--- config.mk ---
export PLATFORM = sky130hd
export DESIGN_NAME = pamx_port_map
export DESIGN_NICKNAME = d
export VERILOG_FILES = /design/src/hw/pamx_fifo.v /design/src/hw/pamx_port_map.v
export VERILOG_INCLUDE_DIRS = /design/src /design/src/shared
export SDC_FILE = /design/constraint.sdc
export NUM_CORES = 1
export LEC_CHECK = 0
export ABC_AREA = 1
export BUFFER_PORTS_ARGS = -buffer_cell sky130_fd_sc_hd__buf_2
export CAP_MARGIN = 20
export CORE_ASPECT_RATIO = 0.9
export CORE_UTILIZATION = 45
export DETAILED_ROUTE_END_ITERATION = 10
export GPL_ROUTABILITY_DRIVEN = 0
export HOLD_SLACK_MARGIN = 0.02
export PLACE_DENSITY = 0.64
export SETUP_SLACK_MARGIN = 0.3
export SYNTH_ARGS = -nofsm -noshare
export SYNTH_HDL_FRONTEND = slang
export SYNTH_SLANG_ARGS = --single-unit
--- constraint.sdc ---
create_clock -name i_ref_clk -period 4.4 [get_ports i_ref_clk]
set_input_delay 0.22 -clock i_ref_clk [delete_from_list [all_inputs] [get_ports i_ref_clk]]
set_output_delay 0.22 -clock i_ref_clk [all_outputs]
set_load 0.02 [all_outputs]
--- src/shared/pamx_consts.vh ---
// Constants for the port A upper-line function map
`ifndef PAMX_CONSTS_VH
`define PAMX_CONSTS_VH

// Function select codes per line (2 bits)
`define PAMX_SEL_GPIO 2'h0
`define PAMX_SEL_FN_A 2'h1
`define PAMX_SEL_FN_B 2'h2
`define PAMX_SEL_FN_C 2'h3

// Cell-bus octet stream
`define PAMX_OCTET_W 8
`define PAMX_CELL_OCTETS 6'h35
`define PAMX_CELL_LAST 6'h34
`define PAMX_FIFO_DEPTH 16
`define PAMX_FIFO_AW 4

// Module number layout
`define PAMX_MODNUM_W 6
`define PAMX_MODNUM_DIR_BIT 5
`define PAMX_MODNUM_DIR_TX 1'h0
`define PAMX_MODNUM_DIR_RX 1'h1

// Line positions within the seven-line group (line 6 is index 0)
`define PAMX_LINE_COUNT 7
`define PAMX_IDX_L12 6
`define PAMX_IDX_L11 5
`define PAMX_IDX_L10 4
`define PAMX_IDX_L9 3
`define PAMX_IDX_L8 2
`define PAMX_IDX_L7 1
`define PAMX_IDX_L6 0

`endif

--- src/hw/pamx_fifo.v ---
// No logic of its own: the octet FIFO is kept beside the port map in one design file

--- src/hw/pamx_port_map.v ---
// Pin-function map for port A lines 12 down to 6
`timescale 1ns/1ps
`default_nettype none
`include "pamx_consts.vh"
module pamx_port_map (
    input wire i_ref_clk,
    input wire i_rst,
    // Per-line function select, two bits per line, line 6 in bits 1:0
    input wire [13:0] i_line_sel,
    // Pad side: line 6 is bit 0, line 12 is bit 6
    input wire [6:0] i_pad_in,
    output reg [6:0] o_pad_out,
    output reg [6:0] o_pad_oe,
    // General-purpose I/O
    input wire [6:0] i_gpio_out,
    input wire [6:0] i_gpio_oe,
    output wire [6:0] o_gpio_in,
    // Cell-bus receive: upper five bits arrive on other lines, synchronised here
    input wire [4:0] i_cell_rx_hi,
    input wire i_phy_rx_output_enable,
    input wire i_cell_sof,
    output wire [7:0] o_cell_octet,
    output wire o_cell_valid,
    input wire i_cell_ready,
    output wire o_cell_first,
    output wire o_cell_overrun,
    // Serial DMA engine ownership
    input wire [4:0] i_dma_sub_block,
    input wire i_dma_rx_section,
    input wire i_dma_xfer_err,
    output reg [5:0] o_dma_module_number,
    output reg [5:0] o_dma_err_module_number,
    output reg o_dma_err_valid,
    // Management serial channel two
    input wire i_mgmt_tx_data,
    output reg o_mgmt_rx_data,
    output reg o_mgmt_sync_in,
    // TDM channel A1
    input wire i_tdm_nibble_tx_bit0,
    output reg o_tdm_nibble_rx_bit0,
    output reg o_tdm_serial_rx_line,
    output reg o_tdm_tx_frame_sync,
    output reg o_tdm_rx_frame_sync
);
    reg [6:0] pad_meta_reg;
    reg [6:0] pad_sync_reg;
    reg [4:0] hi_meta_reg;
    reg [4:0] hi_sync_reg;
    reg en_meta_reg;
    reg en_sync_reg;
    reg [5:0] octet_cnt_reg;
    reg overrun_reg;
    wire [1:0] sel [0:6];
    wire [7:0] octet;
    wire cell_first;
    wire fifo_ready;
    wire take;

    genvar g;
    generate
        for (g = 0; g < `PAMX_LINE_COUNT; g = g + 1) begin : gen_sel
            assign sel[g] = i_line_sel[2*g+1:2*g];
        end
    endgenerate

    // Pads are asynchronous to the reference clock
    always @(posedge i_ref_clk or posedge i_rst) begin
        if (i_rst) begin
            pad_meta_reg <= 7'h00;
            pad_sync_reg <= 7'h00;
            hi_meta_reg <= 5'h00;
            hi_sync_reg <= 5'h00;
            en_meta_reg <= 1'h0;
            en_sync_reg <= 1'h0;
        end else begin
            pad_meta_reg <= i_pad_in;
            pad_sync_reg <= pad_meta_reg;
            hi_meta_reg <= i_cell_rx_hi;
            hi_sync_reg <= hi_meta_reg;
            en_meta_reg <= i_phy_rx_output_enable;
            en_sync_reg <= en_meta_reg;
        end
    end

    assign o_gpio_in = pad_sync_reg;

    // Octet assembled MSB first from upper lines, bits 2..0 from lines 12..10
    assign octet = {hi_sync_reg, pad_sync_reg[`PAMX_IDX_L12], pad_sync_reg[`PAMX_IDX_L11],
                    pad_sync_reg[`PAMX_IDX_L10]};

    // Data is sampled only while the PHY is enabled; others hold their pins released
    assign take = en_sync_reg &&
                  sel[`PAMX_IDX_L12] == `PAMX_SEL_FN_A &&
                  sel[`PAMX_IDX_L11] == `PAMX_SEL_FN_A &&
                  sel[`PAMX_IDX_L10] == `PAMX_SEL_FN_A;
    assign cell_first = (octet_cnt_reg == 6'h00);

    // Octet counter marks cell boundaries; a start pulse realigns it
    always @(posedge i_ref_clk or posedge i_rst) begin
        if (i_rst) begin
            octet_cnt_reg <= 6'h00;
            overrun_reg <= 1'h0;
        end else begin
            if (take && fifo_ready) begin
                if (i_cell_sof) begin
                    octet_cnt_reg <= 6'h01;
                end else if (octet_cnt_reg == `PAMX_CELL_LAST) begin
                    octet_cnt_reg <= 6'h00;
                end else begin
                    octet_cnt_reg <= octet_cnt_reg + 6'h01;
                end
            end
            // Sticky: pins cannot be stalled, so a full buffer loses octets
            if (take && !fifo_ready) begin
                overrun_reg <= 1'h1;
            end
        end
    end
    assign o_cell_overrun = overrun_reg;

    // Ninth bit carries the start-of-cell marker through the buffer
    wire [8:0] fifo_out;
    pamx_fifo #(
        .WIDTH(`PAMX_OCTET_W + 1),
        .DEPTH(`PAMX_FIFO_DEPTH),
        .AW(`PAMX_FIFO_AW)
    ) u_fifo (
        .i_ref_clk(i_ref_clk),
        .i_rst(i_rst),
        .i_wr_data({cell_first | i_cell_sof, octet}),
        .i_wr_valid(take),
        .o_wr_ready(fifo_ready),
        .o_rd_data(fifo_out),
        .o_rd_valid(o_cell_valid),
        .i_rd_ready(i_cell_ready)
    );
    assign o_cell_octet = fifo_out[7:0];
    assign o_cell_first = fifo_out[8];

    // Module number and error capture
    always @(posedge i_ref_clk or posedge i_rst) begin
        if (i_rst) begin
            o_dma_module_number <= 6'h00;
            o_dma_err_module_number <= 6'h00;
            o_dma_err_valid <= 1'h0;
        end else begin
            o_dma_module_number <= {i_dma_rx_section, i_dma_sub_block};
            if (i_dma_xfer_err) begin
                o_dma_err_module_number <= {i_dma_rx_section, i_dma_sub_block};
                o_dma_err_valid <= 1'h1;
            end
        end
    end

    // Pad drive: dedicated outputs or GPIO per line
    always @* begin
        o_pad_out = i_gpio_out;
        o_pad_oe = i_gpio_oe;
        // Lines 12..10 carry number bits 3, 4, 5 when selected as outputs
        if (sel[`PAMX_IDX_L12] == `PAMX_SEL_FN_B) begin
            o_pad_out[`PAMX_IDX_L12] = o_dma_module_number[3];
            o_pad_oe[`PAMX_IDX_L12] = 1'b1;
        end else if (sel[`PAMX_IDX_L12] != `PAMX_SEL_GPIO) begin
            o_pad_out[`PAMX_IDX_L12] = 1'b0;
            o_pad_oe[`PAMX_IDX_L12] = 1'b0;
        end
        if (sel[`PAMX_IDX_L11] == `PAMX_SEL_FN_B) begin
            o_pad_out[`PAMX_IDX_L11] = o_dma_module_number[4];
            o_pad_oe[`PAMX_IDX_L11] = 1'b1;
        end else if (sel[`PAMX_IDX_L11] != `PAMX_SEL_GPIO) begin
            o_pad_out[`PAMX_IDX_L11] = 1'b0;
            o_pad_oe[`PAMX_IDX_L11] = 1'b0;
        end
        if (sel[`PAMX_IDX_L10] == `PAMX_SEL_FN_B) begin
            o_pad_out[`PAMX_IDX_L10] = o_dma_module_number[`PAMX_MODNUM_DIR_BIT];
            o_pad_oe[`PAMX_IDX_L10] = 1'b1;
        end else if (sel[`PAMX_IDX_L10] != `PAMX_SEL_GPIO) begin
            o_pad_out[`PAMX_IDX_L10] = 1'b0;
            o_pad_oe[`PAMX_IDX_L10] = 1'b0;
        end
        // Line 9: management transmit (A) or nibble transmit bit 0 (B)
        if (sel[`PAMX_IDX_L9] == `PAMX_SEL_FN_A) begin
            o_pad_out[`PAMX_IDX_L9] = i_mgmt_tx_data;
            o_pad_oe[`PAMX_IDX_L9] = 1'b1;
        end else if (sel[`PAMX_IDX_L9] == `PAMX_SEL_FN_B) begin
            o_pad_out[`PAMX_IDX_L9] = i_tdm_nibble_tx_bit0;
            o_pad_oe[`PAMX_IDX_L9] = 1'b1;
        end else if (sel[`PAMX_IDX_L9] == `PAMX_SEL_FN_C) begin
            o_pad_out[`PAMX_IDX_L9] = 1'b0;
            o_pad_oe[`PAMX_IDX_L9] = 1'b0;
        end
        // Lines 8..6 are inputs under any dedicated function
        if (sel[`PAMX_IDX_L8] != `PAMX_SEL_GPIO) begin
            o_pad_out[`PAMX_IDX_L8] = 1'b0;
            o_pad_oe[`PAMX_IDX_L8] = 1'b0;
        end
        if (sel[`PAMX_IDX_L7] != `PAMX_SEL_GPIO) begin
            o_pad_out[`PAMX_IDX_L7] = 1'b0;
            o_pad_oe[`PAMX_IDX_L7] = 1'b0;
        end
        if (sel[`PAMX_IDX_L6] != `PAMX_SEL_GPIO) begin
            o_pad_out[`PAMX_IDX_L6] = 1'b0;
            o_pad_oe[`PAMX_IDX_L6] = 1'b0;
        end
    end

    // Dedicated inputs route to their peripheral only when selected, else idle low
    always @* begin
        o_mgmt_rx_data = 1'b0;
        o_tdm_nibble_rx_bit0 = 1'b0;
        o_tdm_serial_rx_line = 1'b0;
        o_mgmt_sync_in = 1'b0;
        o_tdm_tx_frame_sync = 1'b0;
        o_tdm_rx_frame_sync = 1'b0;
        case (sel[`PAMX_IDX_L8])
            `PAMX_SEL_FN_A: o_mgmt_rx_data = pad_sync_reg[`PAMX_IDX_L8];
            `PAMX_SEL_FN_B: o_tdm_nibble_rx_bit0 = pad_sync_reg[`PAMX_IDX_L8];
            `PAMX_SEL_FN_C: o_tdm_serial_rx_line = pad_sync_reg[`PAMX_IDX_L8];
            default: o_mgmt_rx_data = 1'b0;
        endcase
        case (sel[`PAMX_IDX_L7])
            `PAMX_SEL_FN_A: o_mgmt_sync_in = pad_sync_reg[`PAMX_IDX_L7];
            `PAMX_SEL_FN_B: o_tdm_tx_frame_sync = pad_sync_reg[`PAMX_IDX_L7];
            default: o_mgmt_sync_in = 1'b0;
        endcase
        if (sel[`PAMX_IDX_L6] != `PAMX_SEL_GPIO) begin
            o_tdm_rx_frame_sync = pad_sync_reg[`PAMX_IDX_L6];
        end
    end
endmodule

// Synchronous valid/ready FIFO for the cell-bus octet stream
module pamx_fifo #(
    parameter WIDTH = 8,
    parameter DEPTH = 16,
    parameter AW = 4
) (
    input wire i_ref_clk,
    input wire i_rst,
    input wire [WIDTH-1:0] i_wr_data,
    input wire i_wr_valid,
    output wire o_wr_ready,
    output reg [WIDTH-1:0] o_rd_data,
    output wire o_rd_valid,
    input wire i_rd_ready
);
    reg [WIDTH-1:0] mem [0:DEPTH-1];
    reg [AW:0] wr_ptr_reg;
    reg [AW:0] rd_ptr_reg;
    wire full;
    wire empty;
    wire do_wr;
    wire do_rd;
    wire [AW:0] rd_ptr_next;

    assign full = (wr_ptr_reg[AW] != rd_ptr_reg[AW]) && (wr_ptr_reg[AW-1:0] == rd_ptr_reg[AW-1:0]);
    assign empty = (wr_ptr_reg == rd_ptr_reg);
    assign o_wr_ready = ~full;
    assign o_rd_valid = ~empty;
    assign do_wr = i_wr_valid & ~full;
    assign do_rd = i_rd_ready & ~empty;
    assign rd_ptr_next = rd_ptr_reg + {{AW{1'b0}}, 1'b1};

    always @(posedge i_ref_clk) begin
        if (do_wr) begin
            mem[wr_ptr_reg[AW-1:0]] <= i_wr_data;
        end
    end

    always @(posedge i_ref_clk or posedge i_rst) begin
        if (i_rst) begin
            wr_ptr_reg <= {(AW+1){1'b0}};
            rd_ptr_reg <= {(AW+1){1'b0}};
        end else begin
            if (do_wr) begin
                wr_ptr_reg <= wr_ptr_reg + {{AW{1'b0}}, 1'b1};
            end
            if (do_rd) begin
                rd_ptr_reg <= rd_ptr_next;
            end
        end
    end

    // Show-ahead data register; the write-before-read case is covered by the bypass
    always @(posedge i_ref_clk or posedge i_rst) begin
        if (i_rst) begin
            o_rd_data <= {WIDTH{1'b0}};
        end else if (do_rd) begin
            if (rd_ptr_next == wr_ptr_reg && do_wr) begin
                o_rd_data <= i_wr_data;
            end else begin
                o_rd_data <= mem[rd_ptr_next[AW-1:0]];
            end
        end else if (empty && do_wr) begin
            o_rd_data <= i_wr_data;
        end
    end
endmodule
`default_nettype wire

==> run_results.csv, run 1 <==
group,metric,value,unit
sta,relSlewSlack,39.00,%
setup_path,rr_endpoint,"u_fifo.mem[9][8]$_DFFE_PP_",
final_layout,drive_gt1_share,17.38,%
final_layout,syn_to_final_growth,18.36,%
final_layout,nFillCells,1682,
die,core,19100,µm²
clocking,tritoncts.num_buffers,22,
power_and_ir_drop,peakVddDrop,0.3616,mV
logic_synthesis,ys_ff_latch,209,
run_status,outcome,"finished, final reports clean",
route,vias,6216,
final_layout,fin_util,54.32,%
placed_design,placed_area,9459,µm²
clocking,cts_buffer_depth,3,
sta,max_freq,393.2,MHz
route,wl,20750,µm
route,drtPass1Iterations,5,
hold_path,hold_path.class,"in -> reg",
setup_path,crit_fanout,20,
route,wl_per_cell,17.20,µm
final_layout,largest_register_ffs,144,
placed_design,dp_hpwl,13250,µm
logic_synthesis,syn_area,8765,µm²
setup_path,crit_required,4.52,ns
grt,met1_usage,30.57,%
die,top_level_ports,105,
grt,grt_use_met2,31.78,%
sta,worst_pin_slew,0.9150,ns
route,drc,0,
logic_synthesis,syn_avg_cell_area,10.73,µm²
sta,timing.final.crit_share,57.80,%
setup_path,arrival,2.66,ns
setup_path,crit_type,"reg -> reg",
clocking,path_clk_slew,0.06,ns
die,rows,48,
grt,grt_max_degree,74,
logic_synthesis,seq_area_frac_synth,67.89,%
logic_synthesis,ys_warn_count,0,
logic_synthesis,synth_cells,817,
sta,fin_skew,0.008167,ns
grt,globalRouteTotalUtil,20.76,%
power_and_ir_drop,power_leakage,4.448,nW
sta,setup_ws,1.857,ns
die,dieArea,20040,µm²
sta,hold_violations,0,
clocking,cts.sinks,209,
logic_synthesis,synth_cell_types,35,
sta,grt_setup_unrepaired,"no",
clocking,worst_skew_pair.late_latency,0.49,ns
power_and_ir_drop,power.density,617.9,nW/µm²
job,drv_cap,0,
setup_path,r2r_slack,1.86,ns
grt,use_met3,3.265,%
grt,grt_pass1_wl,31400,µm
route,vias_per_cell,5.154,
placed_design,numPortBuffers,104,
die,die_y,134.4,µm
final_layout,multi_input_area,2401,µm²
clocking,cts_max_level,1,
sta,setup_viol,0,
setup_path,cp-start-kind,"flip-flop",
die,start_util,45.89,%
power_and_ir_drop,power.total,6.410,mW
logic_synthesis,synth_nets,878,
hold_path,min_from,"i_cell_sof",
setup_path,cp-end-kind,"flip-flop",
grt,gr-max-usage-layer,"met2",
setup_path,regToRegStartpoint,"u_fifo.rd_ptr_reg[0]$_DFFE_PP0N_",
sta,drv_slew,0,
hold_path,hold_depth,3,
grt,overflow,0,
final_layout,regArea,5952,µm²
grt,antenna_found_initial,0,
final_layout,final_area,10370,µm²
sta,fin_tns_setup,0,ns
die,die_x,149.1,µm
grt,grt_pass1_vias,5716,
hold_path,holdPathEnd,"octet_cnt_reg[0]$_DFFE_PP0P_",
clocking,root_buffer,"clkbuf_16",
clocking,cts_tree,"yes",
sta,finalCriticalPeriod,2.543,ns
route,drtAntennaViolNets,0,
setup_path,rr_worst_depth,8,
route,drtIter0Drc,696,
placed_design,dpl_worst_slack,1.909,ns
clocking,post_cts_resized,0,
final_layout,final_nets,1000,
-- per-layer routing --
layer  up-vias  share of wire (%)
li1       2987                  -
met1      2964                 45
met2       219                 46
met3        46                7.1
met4         0                2.3
met5         -                  0
-- cell families after synthesis --
family                   after synthesis  synth area share, %
AND/OR/NAND/NOR                      479                24.10
buffers and inverters                 94                4.711
XOR/XNOR                              11                1.185
AO/OA/AOI/OAI                         16               0.9994
multiplexers                           1               0.1142
flip-flops                           209                67.89
adder cells (fa/ha/maj)                7               0.9992
-- report_power, final --
group | internal (mW) | switching (mW) | total, mW
Sequential | 2.22 | 0.151 | 2.37
Clock | 1.05 | 0.740 | 1.79
Combinational | 0.664 | 1.59 | 2.25
Total | 3.93 | 2.48 | 6.41
-- through the flow --
step,hold slack [ns],std cells
detailed placement,0.2854,1144
global route,0.07167,1205
finish,0.06706,1206
floorplan,0.2514,817
global placement,0.2773,1144
CTS,0.05645,1205
-- worst max-delay path: stages, from the launching register on --
cell,delay [ns]
dfrtp_2,0.62
nand2_1,0.12
nand2_1,0.12
nor2_2,0.08
nand3_4,0.09
nand2_4,0.07
inv_2,0.20
nand2_1,0.21
nor2_1,0.66
-- how the worst max path moves through the flow --
stage          cells past startpoint                              end                        startpoint  slack, ns
6_report                           8       u_fifo.mem[9][8]$_DFFE_PP_  u_fifo.rd_ptr_reg[0]$_DFFE_PP0N_       1.86
5_1_grt                            8       u_fifo.mem[5][3]$_DFFE_PP_  u_fifo.rd_ptr_reg[0]$_DFFE_PP0N_       1.67
4_1_cts                            8       u_fifo.mem[2][7]$_DFFE_PP_  u_fifo.rd_ptr_reg[0]$_DFFE_PP0N_       1.90
3_5_place_dp                       8       u_fifo.mem[2][2]$_DFFE_PP_  u_fifo.rd_ptr_reg[0]$_DFFE_PP0N_       1.91
3_3_place_gp                       9  u_fifo.o_rd_data[1]$_DFFE_PP0P_  u_fifo.rd_ptr_reg[0]$_DFFE_PP0N_       1.96
2_1_floorplan                     11       u_fifo.mem[0][0]$_DFFE_PP_  u_fifo.rd_ptr_reg[2]$_DFFE_PP0N_       2.44
-- Yosys cell counts (all sizes together) --
cell | count | area, µm²
buf | 22 | 140.1
edfxtp | 144 | 4324
clkbuf | 10 | 37.54
xnor2 | 1 | 8.760
nor3b | 4 | 30.03
dfrtp | 65 | 1627
nand4 | 5 | 31.28
o31ai | 1 | 7.510
mux2i | 1 | 10.01
nand3 | 153 | 788.3
inv | 62 | 235.2
nand2 | 262 | 1023
o22ai | 1 | 6.260
xor2 | 10 | 95.10
nor4 | 2 | 12.51
or2 | 4 | 25.03
nor3 | 6 | 30.03
a2bb2oi | 1 | 8.760
a21oi | 7 | 35.03
o21ai | 6 | 30.03
ha | 7 | 87.58
nor2 | 43 | 171.4
-- timing repair --
item / CTS / global route
hold buffers: 21 / 0
buffers inserted: 0 / 0
endpoints found under the hold margin: 48 / 0
-- cell usage in the layout, fill, tap and decap left out, types with 5 or more instances in the layout --
cell type and instances:
nand2_1 256, nor3_1 6, buf_2 104, dfrtp_1 64, clkbuf_16 23, o21ai_0 6
edfxtp_1 144, ha_1 7, dlygate4sd3_1 21, xor2_1 9, nand3_1 150, nor2_1 41
inv_1 53, buf_4 5, inv_2 8, nand2_4 5, nand4_1 5, a21oi_1 7
-- cell type report --
type,count,area share [%]
Sequential cell,209,57.38
Multi-Input combinational cell,514,23.15
Timing Repair Buffer,130,7.406
Clock buffer,29,5.958
Tap cell,250,3.015
Inverter,62,2.268
Clock inverter,11,0.8081
Antenna cell,1,0.02412
No activity file was read; power rests on OpenSTA's default activity.
==> run 2, diff against run 1 <==
Clock period 4.4 ns to 2.6 ns, I/O delays scaled along.
==> run 2 against run 1 <==
Against the previous run:
- die area unchanged
- clock power up 68%
- sequential cell count unchanged
==> run_results.csv, run 2 (synthesized netlist as in run 1, its figures left out) <==
group,metric,value,unit
sta,drv_slew,0,
setup_path,arrival,2.36,ns
grt,grt_pass1_wl,32630,µm
die,dieArea,20040,µm²
hold_path,hold_path.class,"in -> reg",
die,die_x,149.1,µm
clocking,cts_buffer_depth,3,
sta,relSlewSlack,40.86,%
setup_path,slowest_stage,"dfrtp_2",
sta,setup_viol,0,
power_and_ir_drop,combPwrFrac,36.4,%
route,wl,21020,µm
die,top_level_ports,105,
sta,finalCriticalPeriod,2.166,ns
grt,grt_pass1_vias,5900,
die,core,19100,µm²
setup_path,slowest_delay,0.42,ns
route,drc,0,
setup_path,timing.critical_path.buf_inv,4,
setup_path,crit_fanout,18,
power_and_ir_drop,power.density,1031,nW/µm²
route,drtIter0Drc,499,
power_and_ir_drop,power_frac_clock,27.4,%
final_layout,final_nets,1029,
setup_path,cp.depth,11,
setup_path,cp-start-kind,"flip-flop",
sta,grt_setup_unrepaired,"yes",
route,wl_per_cell,17.04,µm
die,die_y,134.4,µm
clocking,worst_skew_pair.late_latency,0.49,ns
clocking,cts_tree,"yes",
setup_path,rr_worst_depth,11,
setup_path,crit_top_cell,"nand2_1",
clocking,cts_max_level,1,
sta,timing.final.crit_share,83.32,%
power_and_ir_drop,power_leakage,4.598,nW
sta,hold_violations,0,
setup_path,crit_type,"reg -> reg",
grt,grt_max_degree,74,
grt,antenna_found_initial,0,
grt,globalRouteTotalUtil,21.55,%
final_layout,mostFrequentLayoutCells,"nand2_1, nand3_1, edfxtp_1",
setup_path,cp-end-kind,"flip-flop",
power_and_ir_drop,peakVddDrop,0.6328,mV
route,vias_per_cell,5.092,
clocking,root_buffer,"clkbuf_16",
clocking,tritoncts.num_buffers,22,
route,drtAntennaViolNets,0,
final_layout,drive_gt1_share,19.61,%
power_and_ir_drop,p_sw_share,37.75,%
final_layout,syn_to_final_growth,21.43,%
final_layout,final_common_cell,"nand2_1",
setup_path,r2r_slack,0.43,ns
run_status,outcome,"finished, final reports clean",
die,rows,48,
hold_path,hold_depth,4,
sta,fin_hold_ws,0.1440,ns
power_and_ir_drop,p_sw,4.143,mW
sta,fin_skew,0.01053,ns
final_layout,largest_register_ffs,144,
placed_design,numPortBuffers,104,
setup_path,crit_required,2.80,ns
setup_path,crit_family,"simple AND/OR/NAND/NOR gates",
sta,max_freq,461.6,MHz
power_and_ir_drop,p_int,6.833,mW
clocking,cts.sinks,209,
job,drv_cap,0,
sta,fin_tns_setup,0,ns
placed_design,dp_hpwl,13730,µm
route,drtPass1Iterations,5,
power_and_ir_drop,p_seq_share,36.2,%
final_layout,n_antenna_cell,0,
route,vias,6283,
clocking,path_clk_slew,0.06,ns
setup_path,cp_cell_sequence,"buf_4 > inv_2 > nand2_1 > nand2_1 > nor2_2 > nand3_4 > nand2_4 > inv_2 > nand2_1 > nor2_1 > buf_4",
sta,worst_pin_slew,0.8870,ns
die,start_util,45.89,%
grt,overflow,0,
## run 2: timing repair
item                                    CTS  global route
resized for setup                         0             9
setup buffers                             0             0
hold buffers                             26             0
endpoints found under the hold margin    64             0
endpoints found under the setup margin    0            23
## run 2: final timing paths
| kind | start | to |
|---|---|---|
| max | u_fifo.rd_ptr_reg[0]$_DFFE_PP0N_ | u_fifo.mem[6][7]$_DFFE_PP_ |
| min | i_line_sel[11] | octet_cnt_reg[0]$_DFFE_PP0P_ |
| max reg2reg | u_fifo.rd_ptr_reg[0]$_DFFE_PP0N_ | u_fifo.mem[6][7]$_DFFE_PP_ |
| min reg2reg | pad_meta_reg[4]$_DFF_PP0_ | o_gpio_in[4]$_DFF_PP0_ |
| max in group asynchronous | i_rst | hi_sync_reg[2]$_DFF_PP0_ |
| min in group asynchronous | i_rst | u_fifo.rd_ptr_reg[3]$_DFFE_PP0N_ |
## run 2: layer usage
layer  wire length, µm  vias up  global-route usage, %
met5                 0        -                      0
met4               626        0                  7.200
met3              1300       41                  3.299
met2              9936      205                  33.72
met1              9159     2997                  30.79
li1                  -     3040                      -
## run 2: power groups by stage
stage | Sequential, mW | Combinational, mW | Clock, mW
after floorplan | 4.06 | 2.62 | 0
after global placement | 4.03 | 3.91 | 0
after detailed placement | 4.03 | 3.91 | 0
after CTS | 3.97 | 3.95 | 3.06
after global routing | 4.00 | 4.43 | 3.18
final | 3.98 | 3.99 | 3.01
## run 2: metrics by stage
| stage | std cells | instance area (µm²) | power, mW | setup slack, ns | util, % |
|---|---|---|---|---|---|
| 2_1_floorplan | 817 | 8765 | 6.685 | 0.6377 | - |
| 3_3_place_gp | 1168 | 9652 | 7.939 | 0.3845 | 50.54 |
| 3_5_place_dp | 1168 | 9652 | 7.942 | 0.3377 | 50.54 |
| 4_1_cts | 1234 | 10610 | 10.97 | 0.3223 | 55.58 |
| 5_1_grt | 1234 | 10640 | 11.62 | 0.2674 | 55.73 |
| 6_report | 1234 | 10640 | 10.98 | 0.4336 | 55.73 |
## run 2: cell type report
| cell class | instances | area, µm² |
|---|---|---|
| timing repair buffer | 159 | 1022 |
| fill | 1627 | 8456 |
| clock inverter | 7 | 36.28 |
| inverter | 62 | 237.7 |
| multi-input combinational | 514 | 2416 |
| tap | 250 | 312.8 |
| sequential | 209 | 5952 |
| clock buffer | 33 | 665.6 |
## run 2: tightest hold or removal path, cell delays in order
cell,delay [ns]
buf_2,0.11
nor4_1,0.06
nand2_1,0.19
a21oi_1,0.10
